### src/shared/mshl_consts.svh
`ifndef MSHL_CONSTS_SVH
`define MSHL_CONSTS_SVH

// ----------------------------------------
// Register byte offsets
// ----------------------------------------
`define MSHL_OFS_CTRL 12'h000
`define MSHL_OFS_BAUD 12'h004
`define MSHL_OFS_STAT 12'h008
`define MSHL_OFS_MASK 12'h00C
`define MSHL_OFS_TXD 12'h010
`define MSHL_OFS_RXD 12'h014
`define MSHL_OFS_LINE 12'h018

// ----------------------------------------
// Field positions
// ----------------------------------------
`define MSHL_CTRL_FLOW 0
`define MSHL_CTRL_PAR_LO 1
`define MSHL_CTRL_PAR_HI 2
`define MSHL_CTRL_SREQ 3
`define MSHL_ST_RXDONE 0
`define MSHL_ST_TXDONE 1
`define MSHL_ST_PARERR 2
`define MSHL_ST_FRMERR 3
`define MSHL_ST_OVRUN 4

// ----------------------------------------
// Reset values and timing
// ----------------------------------------
`define MSHL_CTRL_RST 4'h1
`define MSHL_BAUD_RST 4'h5
`define MSHL_CLK_HZ 20000000
`define MSHL_NBAUD 12

`endif

### src/shared/mshl_pkg.sv
package mshl_pkg;
	// Parity selection
	typedef enum logic [1:0] {
		MSHL_PAR_NONE = 2'b00,
		MSHL_PAR_ODD = 2'b01,
		MSHL_PAR_EVEN = 2'b10,
		MSHL_PAR_MARK = 2'b11
	} mshl_par_t;
	// Frame walker states
	typedef enum logic [2:0] {
		MSHL_IDLE = 3'b000,
		MSHL_START = 3'b001,
		MSHL_DATA = 3'b010,
		MSHL_PARITY = 3'b011,
		MSHL_STOP = 3'b100
	} mshl_state_t;
endpackage

### src/core/mshl_top.sv
// The AHB-Lite interface to the registers and the address map were decided locally.
`timescale 1ns/1ps
`include "mshl_consts.svh"

// What this block does
// Service request pin low while message pending
// Handshakes high permit, low halt sending
// Data lines inverted; zero drives high
// Power-on 9600 8N1 with flow control
// Rate, flow, parity changed separately by command; here flow and parity share the control offset and are written together
// Standard rates 110 through 38400
// Four extended rates above 38400
// Optional 10 MHz reference, never required
// Frame start, data LSB first, parity, stop

module mshl_top (
	// Clock and reset
	input wire logic hclk,
	input wire logic hresetn,
	// AHB-Lite slave
	input wire logic hsel,
	input wire logic [11:0] haddr,
	input wire logic [1:0] htrans,
	input wire logic hwrite,
	input wire logic [2:0] hsize,
	input wire logic [31:0] hwdata,
	input wire logic hready,
	output logic [31:0] hrdata,
	output logic hreadyout,
	output logic hresp,
	// Serial link pins, physical levels
	input wire logic host_txd,
	output logic host_rxd,
	input wire logic host_rts,
	output logic dev_cts,
	output logic status_n,
	// Optional reference pair
	input wire logic ref_clock_pos,
	input wire logic ref_clock_neg,
	// Interrupt
	output logic irq
);
	import mshl_pkg::*;

	// ----------------------------------------
	// Registers and state
	// ----------------------------------------
	logic flow_en;
	mshl_par_t par_mode;
	logic sreq;
	logic [3:0] rate_sel;
	logic [4:0] stat;
	logic [4:0] mask;
	logic [7:0] rx_hold;
	logic rx_full;
	logic tx_req;
	logic [7:0] tx_byte;
	logic ph_write;
	logic [11:0] ph_addr;
	logic addr_ok;
	logic wr_en;
	logic rate_chg;
	logic tick16;
	logic tx_line;
	logic tx_busy;
	logic tx_done;
	logic rx_done;
	logic [7:0] rx_byte;
	logic rx_perr;
	logic rx_ferr;
	logic [4:0] events;
	logic rx_take;
	logic [31:0] next_rdata;

	// ----------------------------------------
	// AHB-Lite address phase capture
	// ----------------------------------------
	// Latches a valid write address for the following data phase
	always_ff @(posedge hclk or negedge hresetn) begin
		if (!hresetn) begin
			ph_write <= 1'b0;
			ph_addr <= 12'h000;
		end else if (hready) begin
			ph_write <= hsel && htrans[1] && hwrite;
			ph_addr <= haddr;
		end
	end

	assign hreadyout = 1'b1;
	assign hresp = 1'b0;
	assign addr_ok = hsel && htrans[1] && hready;
	assign wr_en = ph_write;
	assign rate_chg = wr_en && ph_addr == `MSHL_OFS_BAUD;

	// Read data mux, registered at the address phase
	always_comb begin
		next_rdata = 32'h0000_0000;
		if (haddr == `MSHL_OFS_CTRL) begin
			next_rdata = {28'h0000000, sreq, par_mode, flow_en};
		end else if (haddr == `MSHL_OFS_BAUD) begin
			next_rdata = {28'h0000000, rate_sel};
		end else if (haddr == `MSHL_OFS_STAT) begin
			next_rdata = {27'h0000000, stat};
		end else if (haddr == `MSHL_OFS_MASK) begin
			next_rdata = {27'h0000000, mask};
		end else if (haddr == `MSHL_OFS_TXD) begin
			next_rdata = {23'h000000, tx_req || tx_busy, tx_byte};
		end else if (haddr == `MSHL_OFS_RXD) begin
			next_rdata = {23'h000000, rx_full, rx_hold};
		end else if (haddr == `MSHL_OFS_LINE) begin
			next_rdata = {28'h0000000, ref_clock_pos, ref_clock_neg, !host_rts, dev_cts};
		end
	end

	always_ff @(posedge hclk or negedge hresetn) begin
		if (!hresetn) begin
			hrdata <= 32'h0000_0000;
		end else if (addr_ok && !hwrite) begin
			hrdata <= next_rdata;
		end
	end

	// Reading the receive holding register frees it
	assign rx_take = addr_ok && !hwrite && haddr == `MSHL_OFS_RXD;

	// ----------------------------------------
	// Configuration registers
	// ----------------------------------------
	// Rate has its own offset; flow, parity and sreq share the control offset and are written together
	always_ff @(posedge hclk or negedge hresetn) begin
		if (!hresetn) begin
			flow_en <= 1'(`MSHL_CTRL_RST & 4'h1);
			par_mode <= MSHL_PAR_NONE;
			sreq <= 1'b0;
		end else if (wr_en && ph_addr == `MSHL_OFS_CTRL) begin
			flow_en <= hwdata[`MSHL_CTRL_FLOW];
			par_mode <= mshl_par_t'(hwdata[`MSHL_CTRL_PAR_HI:`MSHL_CTRL_PAR_LO]);
			sreq <= hwdata[`MSHL_CTRL_SREQ];
		end
	end

	// Rate index, default 9600; out-of-table values are refused
	always_ff @(posedge hclk or negedge hresetn) begin
		if (!hresetn) begin
			rate_sel <= `MSHL_BAUD_RST;
		end else if (rate_chg && hwdata[3:0] < 4'(`MSHL_NBAUD)) begin
			rate_sel <= hwdata[3:0];
		end
	end

	// ----------------------------------------
	// Transmit request holding
	// ----------------------------------------
	// Software write queues one byte; ignored while a byte is pending
	always_ff @(posedge hclk or negedge hresetn) begin
		if (!hresetn) begin
			tx_req <= 1'b0;
			tx_byte <= 8'h00;
		end else if (wr_en && ph_addr == `MSHL_OFS_TXD && !tx_req && !tx_busy) begin
			tx_req <= 1'b1;
			tx_byte <= hwdata[7:0];
		end else if (tx_busy) begin
			tx_req <= 1'b0;
		end
	end

	// ----------------------------------------
	// Bit-rate divider and framers
	// ----------------------------------------
	mshl_tick u_tick (
		.hclk(hclk),
		.hresetn(hresetn),
		.rate_sel(rate_sel),
		.restart(rate_chg),
		.tick16(tick16)
	);

	// With flow control on, starts a character only while the host holds its handshake high
	mshl_frame #(.IS_TX(1'b1)) u_tx (
		.hclk(hclk),
		.hresetn(hresetn),
		.tick16(tick16),
		.par_mode(par_mode),
		.start(tx_req),
		.din(tx_byte),
		.allow(!flow_en || host_rts),
		.ser_in(1'b1),
		.ser_out(tx_line),
		.busy(tx_busy),
		.done(tx_done),
		.dout(),
		.par_err(),
		.frm_err()
	);

	// Receive line is inverted back to logic level
	mshl_frame #(.IS_TX(1'b0)) u_rx (
		.hclk(hclk),
		.hresetn(hresetn),
		.tick16(tick16),
		.par_mode(par_mode),
		.start(1'b0),
		.din(8'h00),
		.allow(1'b1),
		.ser_in(!host_txd),
		.ser_out(),
		.busy(),
		.done(rx_done),
		.dout(rx_byte),
		.par_err(rx_perr),
		.frm_err(rx_ferr)
	);

	// Output line inverted: logic zero is the high level
	assign host_rxd = !tx_line;

	// ----------------------------------------
	// Receive holding and flow control
	// ----------------------------------------
	always_ff @(posedge hclk or negedge hresetn) begin
		if (!hresetn) begin
			rx_hold <= 8'h00;
			rx_full <= 1'b0;
		end else if (rx_done) begin
			rx_hold <= rx_byte;
			rx_full <= 1'b1;
		end else if (rx_take) begin
			rx_full <= 1'b0;
		end
	end

	// With flow control on, halt the host while the holding register is occupied
	always_ff @(posedge hclk or negedge hresetn) begin
		if (!hresetn) begin
			dev_cts <= 1'b0;
		end else begin
			dev_cts <= !flow_en || !rx_full;
		end
	end

	// ----------------------------------------
	// Status, mask and interrupt
	// ----------------------------------------
	assign events = {rx_done && rx_full && !rx_take, rx_done && rx_ferr, rx_done && rx_perr, tx_done, rx_done};

	// Sticky bits, write one to clear, new events win
	always_ff @(posedge hclk or negedge hresetn) begin
		if (!hresetn) begin
			stat <= 5'h00;
		end else if (wr_en && ph_addr == `MSHL_OFS_STAT) begin
			stat <= (stat & ~hwdata[4:0]) | events;
		end else begin
			stat <= stat | events;
		end
	end

	always_ff @(posedge hclk or negedge hresetn) begin
		if (!hresetn) begin
			mask <= 5'h00;
		end else if (wr_en && ph_addr == `MSHL_OFS_MASK) begin
			mask <= hwdata[4:0];
		end
	end

	// Interrupt and service request both follow pending status
	always_ff @(posedge hclk or negedge hresetn) begin
		if (!hresetn) begin
			irq <= 1'b0;
			status_n <= 1'b1;
		end else begin
			irq <= |(stat & mask);
			status_n <= !(sreq || |(stat & mask));
		end
	end

	// The reference pair is only observed; nothing depends on it

endmodule

### src/core/mshl_tick.sv
`timescale 1ns/1ps
`include "mshl_consts.svh"

// 16x oversample enable from the selected rate index
module mshl_tick (
	// Clock and reset
	input wire logic hclk,
	input wire logic hresetn,
	// Rate index and clear
	input wire logic [3:0] rate_sel,
	input wire logic restart,
	// Enable out
	output logic tick16
);
	logic [15:0] count;
	logic [15:0] limit;

	// Divisor table, sixteen ticks per bit at 20 MHz
	always_comb begin
		case (rate_sel)
			4'h0: limit = 16'(`MSHL_CLK_HZ / (110 * 16) - 1);
			4'h1: limit = 16'(`MSHL_CLK_HZ / (300 * 16) - 1);
			4'h2: limit = 16'(`MSHL_CLK_HZ / (1200 * 16) - 1);
			4'h3: limit = 16'(`MSHL_CLK_HZ / (2400 * 16) - 1);
			4'h4: limit = 16'(`MSHL_CLK_HZ / (4800 * 16) - 1);
			4'h5: limit = 16'(`MSHL_CLK_HZ / (9600 * 16) - 1);
			4'h6: limit = 16'(`MSHL_CLK_HZ / (19200 * 16) - 1);
			4'h7: limit = 16'(`MSHL_CLK_HZ / (38400 * 16) - 1);
			4'h8: limit = 16'(`MSHL_CLK_HZ / (62500 * 16) - 1);
			4'h9: limit = 16'(`MSHL_CLK_HZ / (78125 * 16) - 1);
			4'hA: limit = 16'(`MSHL_CLK_HZ / (104167 * 16) - 1);
			4'hB: limit = 16'(`MSHL_CLK_HZ / (156250 * 16) - 1);
			// Only the four extended rates exist above 38400
			default: limit = 16'(`MSHL_CLK_HZ / (9600 * 16) - 1);
		endcase
	end

	// Free-running divider
	always_ff @(posedge hclk or negedge hresetn) begin
		if (!hresetn) begin
			count <= 16'h0000;
			tick16 <= 1'b0;
		end else if (restart || count >= limit) begin
			count <= 16'h0000;
			tick16 <= !restart;
		end else begin
			count <= count + 16'h0001;
			tick16 <= 1'b0;
		end
	end
endmodule

### src/core/mshl_frame.sv
`timescale 1ns/1ps

// One direction of character framing, transmit or receive
module mshl_frame #(
	parameter bit IS_TX = 1'b1
) (
	// Clock and reset
	input wire logic hclk,
	input wire logic hresetn,
	input wire logic tick16,
	// Format
	input wire mshl_pkg::mshl_par_t par_mode,
	// Transmit side
	input wire logic start,
	input wire logic [7:0] din,
	input wire logic allow,
	// Serial in, logic level
	input wire logic ser_in,
	// Serial out, logic level
	output logic ser_out,
	output logic busy,
	output logic done,
	output logic [7:0] dout,
	output logic par_err,
	output logic frm_err
);
	import mshl_pkg::*;
	mshl_state_t state;
	logic [3:0] phase;
	logic [2:0] bitn;
	logic [7:0] shift;
	logic par_bit;

	// Parity of the held byte for the chosen mode
	always_comb begin
		case (par_mode)
			MSHL_PAR_ODD: par_bit = ~^shift;
			MSHL_PAR_EVEN: par_bit = ^shift;
			default: par_bit = 1'b1;
		endcase
	end

	assign busy = (state != MSHL_IDLE);

	// Start, data LSB first, optional parity, stop
	always_ff @(posedge hclk or negedge hresetn) begin
		if (!hresetn) begin
			state <= MSHL_IDLE;
			phase <= 4'h0;
			bitn <= 3'h0;
			shift <= 8'h00;
			ser_out <= 1'b1;
			done <= 1'b0;
			dout <= 8'h00;
			par_err <= 1'b0;
			frm_err <= 1'b0;
		end else begin
			done <= 1'b0;
			case (state)
				MSHL_IDLE: begin
					phase <= 4'h0;
					ser_out <= 1'b1;
					if (IS_TX && start && allow) begin
						shift <= din;
						state <= MSHL_START;
					end else if (!IS_TX && !ser_in && tick16) begin
						state <= MSHL_START;
					end
				end
				MSHL_START: if (tick16) begin
					phase <= phase + 4'h1;
					if (IS_TX) ser_out <= 1'b0;
					if (!IS_TX && phase == 4'h7 && ser_in) state <= MSHL_IDLE;
					if (phase == 4'hF) begin
						bitn <= 3'h0;
						state <= MSHL_DATA;
					end
				end
				MSHL_DATA: if (tick16) begin
					phase <= phase + 4'h1;
					if (IS_TX) ser_out <= shift[bitn];
					if (!IS_TX && phase == 4'h7) shift[bitn] <= ser_in;
					if (phase == 4'hF) begin
						bitn <= bitn + 3'h1;
						if (bitn == 3'h7) state <= (par_mode == MSHL_PAR_NONE) ? MSHL_STOP : MSHL_PARITY;
					end
				end
				MSHL_PARITY: if (tick16) begin
					phase <= phase + 4'h1;
					if (IS_TX) ser_out <= par_bit;
					if (!IS_TX && phase == 4'h7) par_err <= (ser_in != par_bit);
					if (phase == 4'hF) state <= MSHL_STOP;
				end
				MSHL_STOP: if (tick16) begin
					phase <= phase + 4'h1;
					if (IS_TX) ser_out <= 1'b1;
					if (!IS_TX && phase == 4'h7) begin
						frm_err <= !ser_in;
						if (par_mode == MSHL_PAR_NONE) par_err <= 1'b0;
						dout <= shift;
						done <= 1'b1;
						state <= MSHL_IDLE;
					end
					if (IS_TX && phase == 4'hF) begin
						done <= 1'b1;
						state <= MSHL_IDLE;
					end
				end
				default: state <= MSHL_IDLE;
			endcase
		end
	end
endmodule

### config.mk
export PLATFORM = sky130hd
export DESIGN_NAME = mshl_top
export DESIGN_NICKNAME = d
export VERILOG_FILES = /design/src/shared/mshl_pkg.sv /design/src/core/mshl_top.sv /design/src/core/mshl_tick.sv /design/src/core/mshl_frame.sv
export VERILOG_INCLUDE_DIRS = /design/src /design/src/shared
export SDC_FILE = /design/constraint.sdc
export NUM_CORES = 1
export LEC_CHECK = 0
export ABC_AREA = 1
export CAP_MARGIN = 0
export CORE_MARGIN = 2
export CORE_UTILIZATION = 35
export CTS_CLUSTER_SIZE = 12
export DETAILED_ROUTE_END_ITERATION = 8
export DONT_BUFFER_PORTS = 1
export GPL_TIMING_DRIVEN = 0
export PLACE_DENSITY = 0.61
export RECOVER_POWER = 100
export SLEW_MARGIN = 40
export SYNTH_ARGS = -nofsm -noshare
export SYNTH_HDL_FRONTEND = slang
export SYNTH_SLANG_ARGS = --single-unit
### constraint.sdc
create_clock -name hclk -period 4.5 [get_ports hclk]
set_input_delay 0.9 -clock hclk [delete_from_list [all_inputs] [get_ports hclk]]
set_output_delay 0.9 -clock hclk [all_outputs]
set_load 0.05 [all_outputs]
==> results of run 1 <==
[cells by family (layout without fill, tap and decap cells)]
logic type,count (synthesis),in the layout,share of synthesized area
multiplexers,5,5,0.00787
flip-flops,127,127,0.445
AO/OA/AOI/OAI,147,147,0.117
other,2,27,0.00105
adder cells (fa/ha/maj),29,29,0.0507
XOR/XNOR,12,12,0.0147
AND/OR/NAND/NOR,432,432,0.262
buffers and inverters,165,197,0.102
[stage by stage]
step	setup WS, ns	utilization	area [um2]
floorplan	2.26	-	7250
finish	1.73	0.401	8090
global placement	1.97	0.376	7590
CTS	1.90	0.407	8200
detailed placement	1.91	0.376	7590
global route	1.36	0.401	8090
[cell usage in the layout, fill, tap and decap left out, types with 5 or more instances in the layout]
master       n
nand4_1     14
dfrtp_1    122
nor4_1       5
nor2_4       5
xnor2_1      5
ha_1        29
inv_6        5
o21ai_0     89
nand3_1     55
mux2_2       5
conb_1      26
nand2_1    255
nor3_1      11
xor2_1       7
o22ai_1     10
clkbuf_1    10
clkbuf_16   17
inv_1      128
buf_4       25
nor2_1      79
a21oi_1     31
[cell usage after synthesis (5+ instances only)]
cell type,number
nand2_1,252
ha_1,29
nor2_4,8
nor2_1,70
xor2_1,7
xnor2_1,5
clkbuf_1,5
o21ai_0,75
o21ai_1,9
dfstp_2,5
inv_1,125
nor3_1,10
nand4_1,13
nand3_1,54
mux2_2,5
o21ai_2,11
o22ai_1,10
nor2_2,9
nor4_1,5
dfrtp_1,122
nand2_2,6
a21oi_1,29
inv_2,5
buf_4,26
[final timing paths]
path | to | slack (ns) | cells after the start
setup / recovery | u_tick.count[9] | 1.73 | 14
hold / removal | u_rx.bitn[1] | 0.18 | 0
setup reg to reg | u_tick.count[9] | 1.73 | 14
hold reg to reg | stat[1] | 0.46 | 2
max in group asynchronous | status_n | 4.06 | 0
min in group hclk | stat[1] | 0.46 | 2
[worst max-delay path: cells and delay by family, from the launching register on]
family                     cells  cell delay, ns
buffers and inverters          3            0.54
adders and majority gates      2            0.58
DFF                            1            0.58
and+or+nand+nor                7            0.69
AOI/OAI and AO/OA              2            0.25
[state kept, by name, summed over array words and instances, names as in the netlist, 4 cells and up]
signal        flops
u_rx.shift        8
u_tick.count     16
u_rx.dout         8
hrdata            9
u_tx.shift        8
rate_sel          4
rx_hold           8
stat              5
tx_byte           8
ph_addr          12
mask              5
u_tx.phase        4
u_rx.phase        4
[power breakdown]
| group | leakage, nW | switching, mW | internal, mW |
|---|---|---|---|
| clock network | 0.294 | 0.557 | 0.894 |
| logic | 2.20 | 0.356 | 0.178 |
| registers | 1.56 | 0.0871 | 1.24 |
| total | 4.05 | 1.00 | 2.31 |
[cell type report]
| class | instances | share of cell area |
|---|---|---|
| clock buffer | 18 | 0.0543 |
| multi-input combinational | 651 | 0.399 |
| sequential | 127 | 0.394 |
| tap | 270 | 0.0418 |
| buffer | 35 | 0.0279 |
| inverter | 130 | 0.0604 |
| antenna | 1 | 0.000310 |
| clock inverter | 14 | 0.0221 |
[per-layer routing]
metal | track usage | vias up
met1 | 0.198 | 2676
met2 | 0.264 | 112
li1 | - | 2999
met5 | 0 | -
met4 | 0.0740 | 0
met3 | 0.0413 | 35
==> impl_results.md, run 1 <==
- Vias in the first global route: 5,621
- Leakage power: 4.05 nW
- Layout cells sized above 1: 0.0831
- Crit-path cells: inv_1 -> ha_1 -> nand3_1 -> nand2_1 -> inv_1 -> ha_1 -> nand2_1 -> o21ai_0 -> nand2_1 -> o211ai_1 -> nand2_1 -> nand4_1 -> clkbuf_1 -> nor2_1
- CP max-delay cell: dfstp_2
- Bufs on Longest Clock Path: 2
- Total congestion overflow: 0
- Number of port buffers: 0
- Starting Density: 0.355
- Total wire length: 16,500 um
- H-tree Lvls: 4
- Non-Filler Instances: 1,246
- Share of the synthesized area in the top cell type: 0.426
- CTS sink count: 127
- Post-DR wirelength/cell: 13.2 um
- Post-synth ARST share: 1.00
- DRT met1 WL: 7370 um
- Inserted Clock Buffers: 17
- Tcrit/Tclk final: 0.616
- CP Max Fanout: 10
- Synth cell types: 41
- Final nets: 1,049
- First-pass GRT wire length: 27,300 um
- Die H: 147 um
- Clk Tree Root Cell: clkbuf_16
- Maximum clock frequency: 361 MHz
- Vias per cell: 4.67
- Area occupied by multi-input gates: 3230 um2
- Clock latency on the worst-skew pair: 0.43 ns
- Origin of the critical flop-to-flop path: rate_sel[0]
- Most used cell, CP: nand2_1
- Synth Cell Area: 7160 um2
- Initial antenna violation count: 1
- Setup Buffers After CTS: 0
- YS warnings: 0
- Area delta synth->final: 13.0%
- Via count: 5,822
- Setup Skew: 0.0109 ns
- CP peak stage delay: 0.58 ns
- Fin. Hold Viols: 0
- Synthesized area per cell: 7.79 um2
- 1st-pass router iterations: 7
- Fill cells: 2,083
- Critical path origin: rate_sel[0]
- Core area: 20,200 um2
- Post-DP HPWL: 12,300 um
- DRC: 0
- Rows: 52
- VDD IR max: 0.251 mV
- Cts-stage hold buffer count: 0
- Fin. max-slew vios: 0
- Aggregate global-route resource usage: 0.160
- Top Metal Used: met4
- Total negative setup slack: 0 ns
- RSZ-0062 raised after global routing: no
- Worst Tran Pin Value: 0.609 ns
- Hold crit path type: input port to asynchronous set/reset pin
- # setup viols final: 0
- Clock transition at path regs: 0.06 ns
- Post-synthesis sequential area ratio: 0.445
- CP arrival: 3.07 ns
- Ranking of synthesized cells by area: dfrtp_1 (43%), nand2_1 (13%), inv_1 (6.6%), o21ai_0 (5.2%), ha_1 (5.1%)
- Top Ports: 96
- Largest net degree at the start of global routing: 128
- Final min period: 2.77 ns
- Top FF cell, synth: dfrtp_1
- GP Congestion: 0.863
- PD cells: 410 nW/um2
- Status: finished clean
- Cell taking the most area after synthesis: dfrtp_1
- Placed instance count: 1,213
- Worst slew margin: 0.593
- Syn Inst Count: 919
- Routed Antenna Nets: 0
- Drt initial violations: 316
- WP data required: 4.79 ns
- Sequential cell area: 3180 um2
- CTS tree: done
- Metal3 WL: 768 um
- Post-synth EDFFs: 0
- Tot Pwr: 3.31 mW
- Die width: 147 um
- Die area: 21,600 um2
- Flops & latches, synth: 127
- Post-CTS resize count: 0
- Element type at the critical path start: register
- Crit path kind: register to register
- Max cap viols: 0
- Met2 routed WL: 7880 um
- Worst setup EP type: register
- WHS: 0.180 ns
(Power assumes the default switching activity.)
==> inputs of run 2 (changes only) <==
--- a/config.mk
+++ b/config.mk
@@ -14,7 +14,7 @@
 export DETAILED_ROUTE_END_ITERATION = 8
 export DONT_BUFFER_PORTS = 1
 export GPL_TIMING_DRIVEN = 0
-export PLACE_DENSITY = 0.61
+export PLACE_DENSITY = 0.63
 export RECOVER_POWER = 100
 export SLEW_MARGIN = 40
 export SYNTH_ARGS = -nofsm -noshare
==> constraint.sdc (replaced) <==
create_clock -name hclk -period 2.42 [get_ports hclk]
set_input_delay 0.484 -clock hclk [delete_from_list [all_inputs] [get_ports hclk]]
set_output_delay 0.484 -clock hclk [all_outputs]
set_load 0.05 [all_outputs]
==> impl_results.md, run 2 (same netlist as run 1, synthesis figures left out) <==
- Status: complete, but fails checks (was finished clean)
- Failing checks: hold timing
- Maximum clock frequency: 439 MHz (was 361 MHz)
- Die area: 21,600 um2 (unchanged)
- Element type at the critical path start: register (unchanged)
- Number of port buffers: 0 (unchanged)
- Fill cells: 2,082 (was 2,083)
- Via count: 5,830 (was 5,822)
- Clk Tree Root Cell: clkbuf_16 (unchanged)
- Delay-heaviest family, CP: simple AND/OR/NAND/NOR gates (unchanged)
- Non-Filler Instances: 1,250 (was 1,246)
- Crit-path cells: inv_2 -> ha_4 -> nand3_1 -> nand2_1 -> inv_1 -> ha_4 -> nand2_1 -> o21ai_0 -> nand2_1 -> o211ai_1 -> nand2_1 -> nand4_4 -> buf_6 -> nor2_1 (was inv_1 -> ha_1 -> nand3_1 -> nand2_1 -> inv_1 -> ha_1 -> nand2_1 -> o21ai_0 -> nand2_1 -> o211ai_1 -> nand2_1 -> nand4_1 -> clkbuf_1 -> nor2_1)
- Fin. Hold Viols: 124 (was 0)
- Setup Skew: 0.00851 ns (was 0.0109 ns)
- DRT met1 WL: 7620 um (was 7370 um)
- Core area: 20,200 um2 (unchanged)
- Max cap viols: 0 (unchanged)
- # setup viols final: 0 (unchanged)
- Tcrit/Tclk final: 0.942 (was 0.616)
- Die H: 147 um (unchanged)
- Origin of the critical flop-to-flop path: rate_sel[0] (unchanged)
- CP arrival: 2.59 ns (was 3.07 ns)
- Sequential cell area: 3190 um2 (was 3180 um2)
- Starting Density: 0.355 (unchanged)
- Final min period: 2.28 ns (was 2.77 ns)
- Crit path kind: register to register (unchanged)
- Reg2Reg Depth: 14 (unchanged)
- Post-DP HPWL: 12,100 um (was 12,300 um)
- Die width: 147 um (unchanged)
- Met2 routed WL: 7990 um (was 7880 um)
- Bufs on Longest Clock Path: 2 (unchanged)
- CP Max Fanout: 7 (was 10)
- Top Ports: 96 (unchanged)
- Commonest non-fill, non-tap cell in the layout: nand2_1 (unchanged)
- Worst setup EP type: register (unchanged)
- First-pass GRT wire length: 27,400 um (was 27,300 um)
- Leakage power: 4.09 nW (was 4.05 nW)
- CP peak stage delay: 0.54 ns (was 0.58 ns)
- Reg2Reg Setup Slack: 0.14 ns (was 1.73 ns)
- DRC: 0 (unchanged)
- Vias in the first global route: 5,633 (was 5,621)
- Final core utilization: 0.406 (was 0.401)
- Clock transition at path regs: 0.06 ns (about the same)
- CTS tree: done (unchanged)
- GP Congestion: 0.858 (was 0.863)
- CP max-delay cell: dfstp_2 (unchanged)
- Fin. max-slew vios: 0 (unchanged)
- WHS: -0.232 ns (was 0.180 ns)
- Clock latency on the worst-skew pair: 0.42 ns (was 0.43 ns)
- Regs by FF count: u_tick.count: 16 flops, ph_addr: 12 flops, hrdata: 9 flops (unchanged)
- 1st-pass router iterations: 7 (unchanged)
- Vias per cell: 4.66 (was 4.67)
- Rows: 52 (unchanged)
- Metal3 WL: 602 um (was 768 um)
- Drt initial violations: 349 (was 316)
- Placed instance count: 1,213 (unchanged)
- Max reg flops: 16 (unchanged)
- Post-DR wirelength/cell: 13.2 um (about the same)
- Final nets: 1,053 (was 1,049)
- Tot Pwr: 6.09 mW (was 3.31 mW)
- Layout cells sized above 1: 0.101 (was 0.0831)
- Reg-to-reg endpoint: u_tick.count[10] (was u_tick.count[9])
- Routed Antenna Nets: 0 (unchanged)
- Largest net degree at the start of global routing: 128 (unchanged)
- Aggregate global-route resource usage: 0.159 (was 0.160)
- Worst Tran Pin Value: 0.676 ns (was 0.609 ns)
- Initial antenna violation count: 1 (unchanged)
- Top Metal Used: met4 (unchanged)
- CTS sink count: 127 (unchanged)
- Area delta synth->final: 14.5% (was 13.0%)
- Area occupied by multi-input gates: 3320 um2 (was 3230 um2)
- Critical path origin: rate_sel[0] (unchanged)
- Critical path depth: 14 (unchanged)
- Total congestion overflow: 0 (unchanged)
- Worst slew margin: 0.547 (was 0.593)
- Total wire length: 16,500 um (about the same)
- Worst Setup EP: u_tick.count[10] (was u_tick.count[9])
- Most used cell, CP: nand2_1 (unchanged)
- PD cells: 743 nW/um2 (was 410 nW/um2)
- Buf+Inv Stages, Crit Path: 3 (unchanged)
- VDD IR max: 0.465 mV (was 0.251 mV)
- Most frequent cells in the layout: nand2_1 (255), inv_1 (127), dfrtp_1 (121) (was nand2_1 (255), inv_1 (128), dfrtp_1 (122))
- Biggest register: u_tick.count (unchanged)
- WP data required: 2.73 ns (was 4.79 ns)
- Inserted Clock Buffers: 17 (unchanged)
- Hold crit path type: input port to asynchronous set/reset pin (unchanged)
- H-tree Lvls: 4 (unchanged)
run 2: cell count changes in the layout (fill, tap and decap cells not counted), sizes merged:
| cell | change |
|---|---|
| buf | +6 |
| bufinv | -1 |
| clkbuf | -2 |
| clkinv | +4 |
| clkinvlp | -2 |
| inv | -1 |
run 2: where the power goes:
part | switching (mW) | internal, mW
sequential | 0.166 | 2.30
combinational | 0.674 | 0.352
clock | 1.04 | 1.56
run 2: worst reg2reg max path, delay by kind of cell (launching register included):
| kind | cells | cell delay (ns) |
|---|---|---|
| and+or+nand+nor | 7 | 0.59 |
| DFF | 1 | 0.54 |
| adders and majority gates | 2 | 0.53 |
| buffers and inverters | 3 | 0.28 |
| AOI/OAI and AO/OA | 2 | 0.24 |
run 2: final cells by class:
cell class,instances,share of cell area
Multi-Input combinational cell,651,0.404
Clock inverter,14,0.0194
Timing Repair Buffer,5,0.00504
Inverter,130,0.0595
Buffer,34,0.0279
Clock buffer,18,0.0536
Sequential cell,127,0.389
Tap cell,270,0.0412
Antenna cell,1,0.000305
run 2: worst min-delay path by stage:
stage / startpoint / endpoint / slack (ns) / cells after the start
2_1_floorplan: hresetn / dev_cts / 0.19 / 0
3_3_place_gp: hresetn / ph_addr[8] / 0.20 / 0
3_5_place_dp: hresetn / ph_addr[11] / 0.20 / 0
4_1_cts: hresetn / u_tick.count[4] / -0.26 / 0
5_1_grt: hresetn / u_tick.count[3] / -0.25 / 0
6_report: hresetn / u_tick.count[3] / -0.23 / 0
run 2: metrics by stage:
step | TNS [ns] | worst slack, ns | instance area [um2] | hold WS (ns)
2_1_floorplan | 0 | 0.185 | 7250 | 0.188
3_3_place_gp | -0.968 | -0.0985 | 7590 | 0.199
3_5_place_dp | -1.35 | -0.161 | 7590 | 0.199
4_1_cts | 0 | 0.00618 | 8210 | -0.255
5_1_grt | -0.0690 | -0.0225 | 8200 | -0.252
6_report | 0 | 0.140 | 8200 | -0.232
run 2: what timing repair did:
action	CTS	global route
setup buffers	1	3
cloned	0	1
setup endpoints to repair	11	13
resized for setup	5	13
endpoints found under the hold margin	127	127
pin swaps	0	3
run 2: layer usage:
layer	track usage	vias to the layer above
li1	-	3011
met1	0.203	2716
met2	0.264	83
met3	0.0323	20
met4	0.0668	0
met5	0	-
==> inputs of run 3 (changes only) <==
--- a/config.mk
+++ b/config.mk
@@ -14,9 +14,8 @@
 export DETAILED_ROUTE_END_ITERATION = 8
 export DONT_BUFFER_PORTS = 1
 export GPL_TIMING_DRIVEN = 0
-export PLACE_DENSITY = 0.63
+export PLACE_DENSITY = 0.61
 export RECOVER_POWER = 100
-export SLEW_MARGIN = 40
 export SYNTH_ARGS = -nofsm -noshare
 export SYNTH_HDL_FRONTEND = slang
 export SYNTH_SLANG_ARGS = --single-unit
==> constraint.sdc (replaced) <==
create_clock -name hclk -period 2.6 [get_ports hclk]
set_input_delay 0.52 -clock hclk [delete_from_list [all_inputs] [get_ports hclk]]
set_output_delay 0.52 -clock hclk [all_outputs]
set_load 0.05 [all_outputs]
==> impl_results.md, run 3 (same netlist as run 1, synthesis figures left out) <==
- Hold crit path type: input port to asynchronous set/reset pin (unchanged)
- Total wire length: 16,600 um (was 16,500 um)
- Worst Setup EP: u_tick.count[9] (was u_tick.count[10])
- Fin. max-slew vios: 0 (unchanged)
- Top Ports: 96 (unchanged)
- Die width: 147 um (unchanged)
- Worst slew margin: 0.594 (was 0.547)
- Number of port buffers: 0 (unchanged)
- Post-DP HPWL: 12,300 um (was 12,100 um)
- Failing checks: hold timing (unchanged)
- Crit path kind: register to register (unchanged)
- Critical path origin: rate_sel[0] (unchanged)
- Setup Skew: 0.0116 ns (was 0.00851 ns)
- Routed Antenna Nets: 0 (unchanged)
- Most frequent cells in the layout: nand2_1 (255), inv_1 (127), dfrtp_1 (122) (was nand2_1 (255), inv_1 (127), dfrtp_1 (121))
- Core area: 20,200 um2 (unchanged)
- Reg2Reg Setup Slack: 0.20 ns (was 0.14 ns)
- Drt initial violations: 280 (was 349)
- Clock latency on the worst-skew pair: 0.43 ns (was 0.42 ns)
- Area delta synth->final: 14.0% (was 14.5%)
- Total negative setup slack: 0 ns (unchanged)
- WHS: -0.201 ns (was -0.232 ns)
- Tot Pwr: 5.75 mW (was 6.09 mW)
- CP arrival: 2.75 ns (was 2.59 ns)
- Die H: 147 um (unchanged)
- Post-DR wirelength/cell: 13.3 um (was 13.2 um)
- Total congestion overflow: 0 (unchanged)
- Max cap viols: 0 (unchanged)
- Final nets: 1,051 (was 1,053)
- VDD IR max: 0.436 mV (was 0.465 mV)
- Largest net degree at the start of global routing: 128 (unchanged)
- Leakage power: 4.07 nW (was 4.09 nW)
- Status: complete, but fails checks (unchanged)
- First-pass GRT wire length: 27,300 um (was 27,400 um)
- Maximum clock frequency: 417 MHz (was 439 MHz)
- Initial antenna violation count: 1 (unchanged)
- Vias in the first global route: 5,621 (was 5,633)
- Clk Tree Root Cell: clkbuf_16 (unchanged)
- CP Max Fanout: 7 (unchanged)
- Clock transition at path regs: 0.06 ns (about the same)
- # setup viols final: 0 (unchanged)
- Via count: 5,804 (was 5,830)
- CTS sink count: 127 (unchanged)
- Layout cells sized above 1: 0.0921 (was 0.101)
- DRC: 0 (unchanged)
- Inserted Clock Buffers: 17 (unchanged)
- Aggregate global-route resource usage: 0.160 (was 0.159)
- Fin. Hold Viols: 122 (was 124)
- Max reg flops: 16 (unchanged)
- Die area: 21,600 um2 (unchanged)
- Commonest non-fill, non-tap cell in the layout: nand2_1 (unchanged)
- PD cells: 705 nW/um2 (was 743 nW/um2)
- Final min period: 2.40 ns (was 2.28 ns)
- Rows: 52 (unchanged)
- Regs by FF count: u_tick.count: 16 flops, ph_addr: 12 flops, hrdata: 9 flops (unchanged)
- Origin of the critical flop-to-flop path: rate_sel[0] (unchanged)
- Reg-to-reg endpoint: u_tick.count[9] (was u_tick.count[10])
- Element type at the critical path start: register (unchanged)
- Bufs on Longest Clock Path: 2 (unchanged)
- WP data required: 2.95 ns (was 2.73 ns)
- CTS tree: done (unchanged)
- GP Congestion: 0.863 (was 0.858)
- Starting Density: 0.355 (unchanged)
- Vias per cell: 4.65 (was 4.66)
- Reg2Reg Depth: 14 (unchanged)
- Tcrit/Tclk final: 0.922 (was 0.942)
- Worst setup EP type: register (unchanged)
- 1st-pass router iterations: 5 (was 7)
- Worst Tran Pin Value: 0.607 ns (was 0.676 ns)
- Biggest register: u_tick.count (unchanged)
- H-tree Lvls: 4 (unchanged)
-- run 3: power breakdown --
part / total [mW] / internal, mW / leakage (nW) / switching [mW]
Clock: 2.51 / 1.55 / 0.294 / 0.964
Combinational: 0.947 / 0.319 / 2.21 / 0.627
Sequential: 2.30 / 2.14 / 1.56 / 0.151
Total: 5.75 / 4.01 / 4.07 / 1.74
-- run 3: how the worst min path moves through the flow --
| stage | startpoint | end | depth (start not counted) |
|---|---|---|---|
| floorplan | hresetn | dev_cts | 0 |
| global placement | hresetn | ph_addr[8] | 0 |
| detailed placement | hresetn | ph_addr[8] | 0 |
| CTS | hresetn | u_tick.count[3] | 0 |
| global route | hresetn | u_rx.phase[2] | 0 |
| finish | hresetn | u_rx.bitn[1] | 0 |
-- run 3: what timing repair did --
| item | 4_1_cts | 5_1_grt |
|---|---|---|
| resized for setup | 0 | 11 |
| hold endpoints to repair | 127 | 127 |
| endpoints found under the setup margin | 0 | 15 |
| setup buffers | 0 | 1 |
-- run 3: metal layers --
metal / track usage / share of wire
met5: 0 / 0
met4: 0.0740 / 0.029
met3: 0.0413 / 0.043
met2: 0.264 / 0.48
met1: 0.198 / 0.45
-- run 3: per-stage QoR --
step / worst slack, ns / utilization / instance area [um2] / instances
final: 0.202 / 0.404 / 8160 / 1248
after global routing: -0.00719 / 0.404 / 8160 / 1248
after global placement: 0.0651 / 0.376 / 7590 / 1213
after detailed placement: 0.0149 / 0.376 / 7590 / 1213
after floorplan: 0.365 / - / 7250 / 943
after CTS: 0.00146 / 0.407 / 8200 / 1245
-- run 3: final cells by class --
cell class,count,area [um2]
Fill cell,2073,12000
Tap cell,270,338
Antenna cell,1,2.50
Multi-Input combinational cell,651,3280
Inverter,130,488
Clock inverter,14,179
Sequential cell,127,3180
Clock buffer,18,439
Timing Repair Buffer,2,18.8
Buffer,35,233
-- run 3: worst max-delay path, cell delays in order (launching register included) --
cell	delay (ns)
dfstp_2	0.58
inv_2	0.08
ha_4	0.27
nand3_1	0.08
nand2_1	0.08
inv_1	0.04
ha_1	0.28
a21oi_1	0.12
o21ai_0	0.10
nand2_1	0.06
o211ai_1	0.08
nand2_1	0.12
nand4_4	0.16
buf_6	0.18
nor2_1	0.09
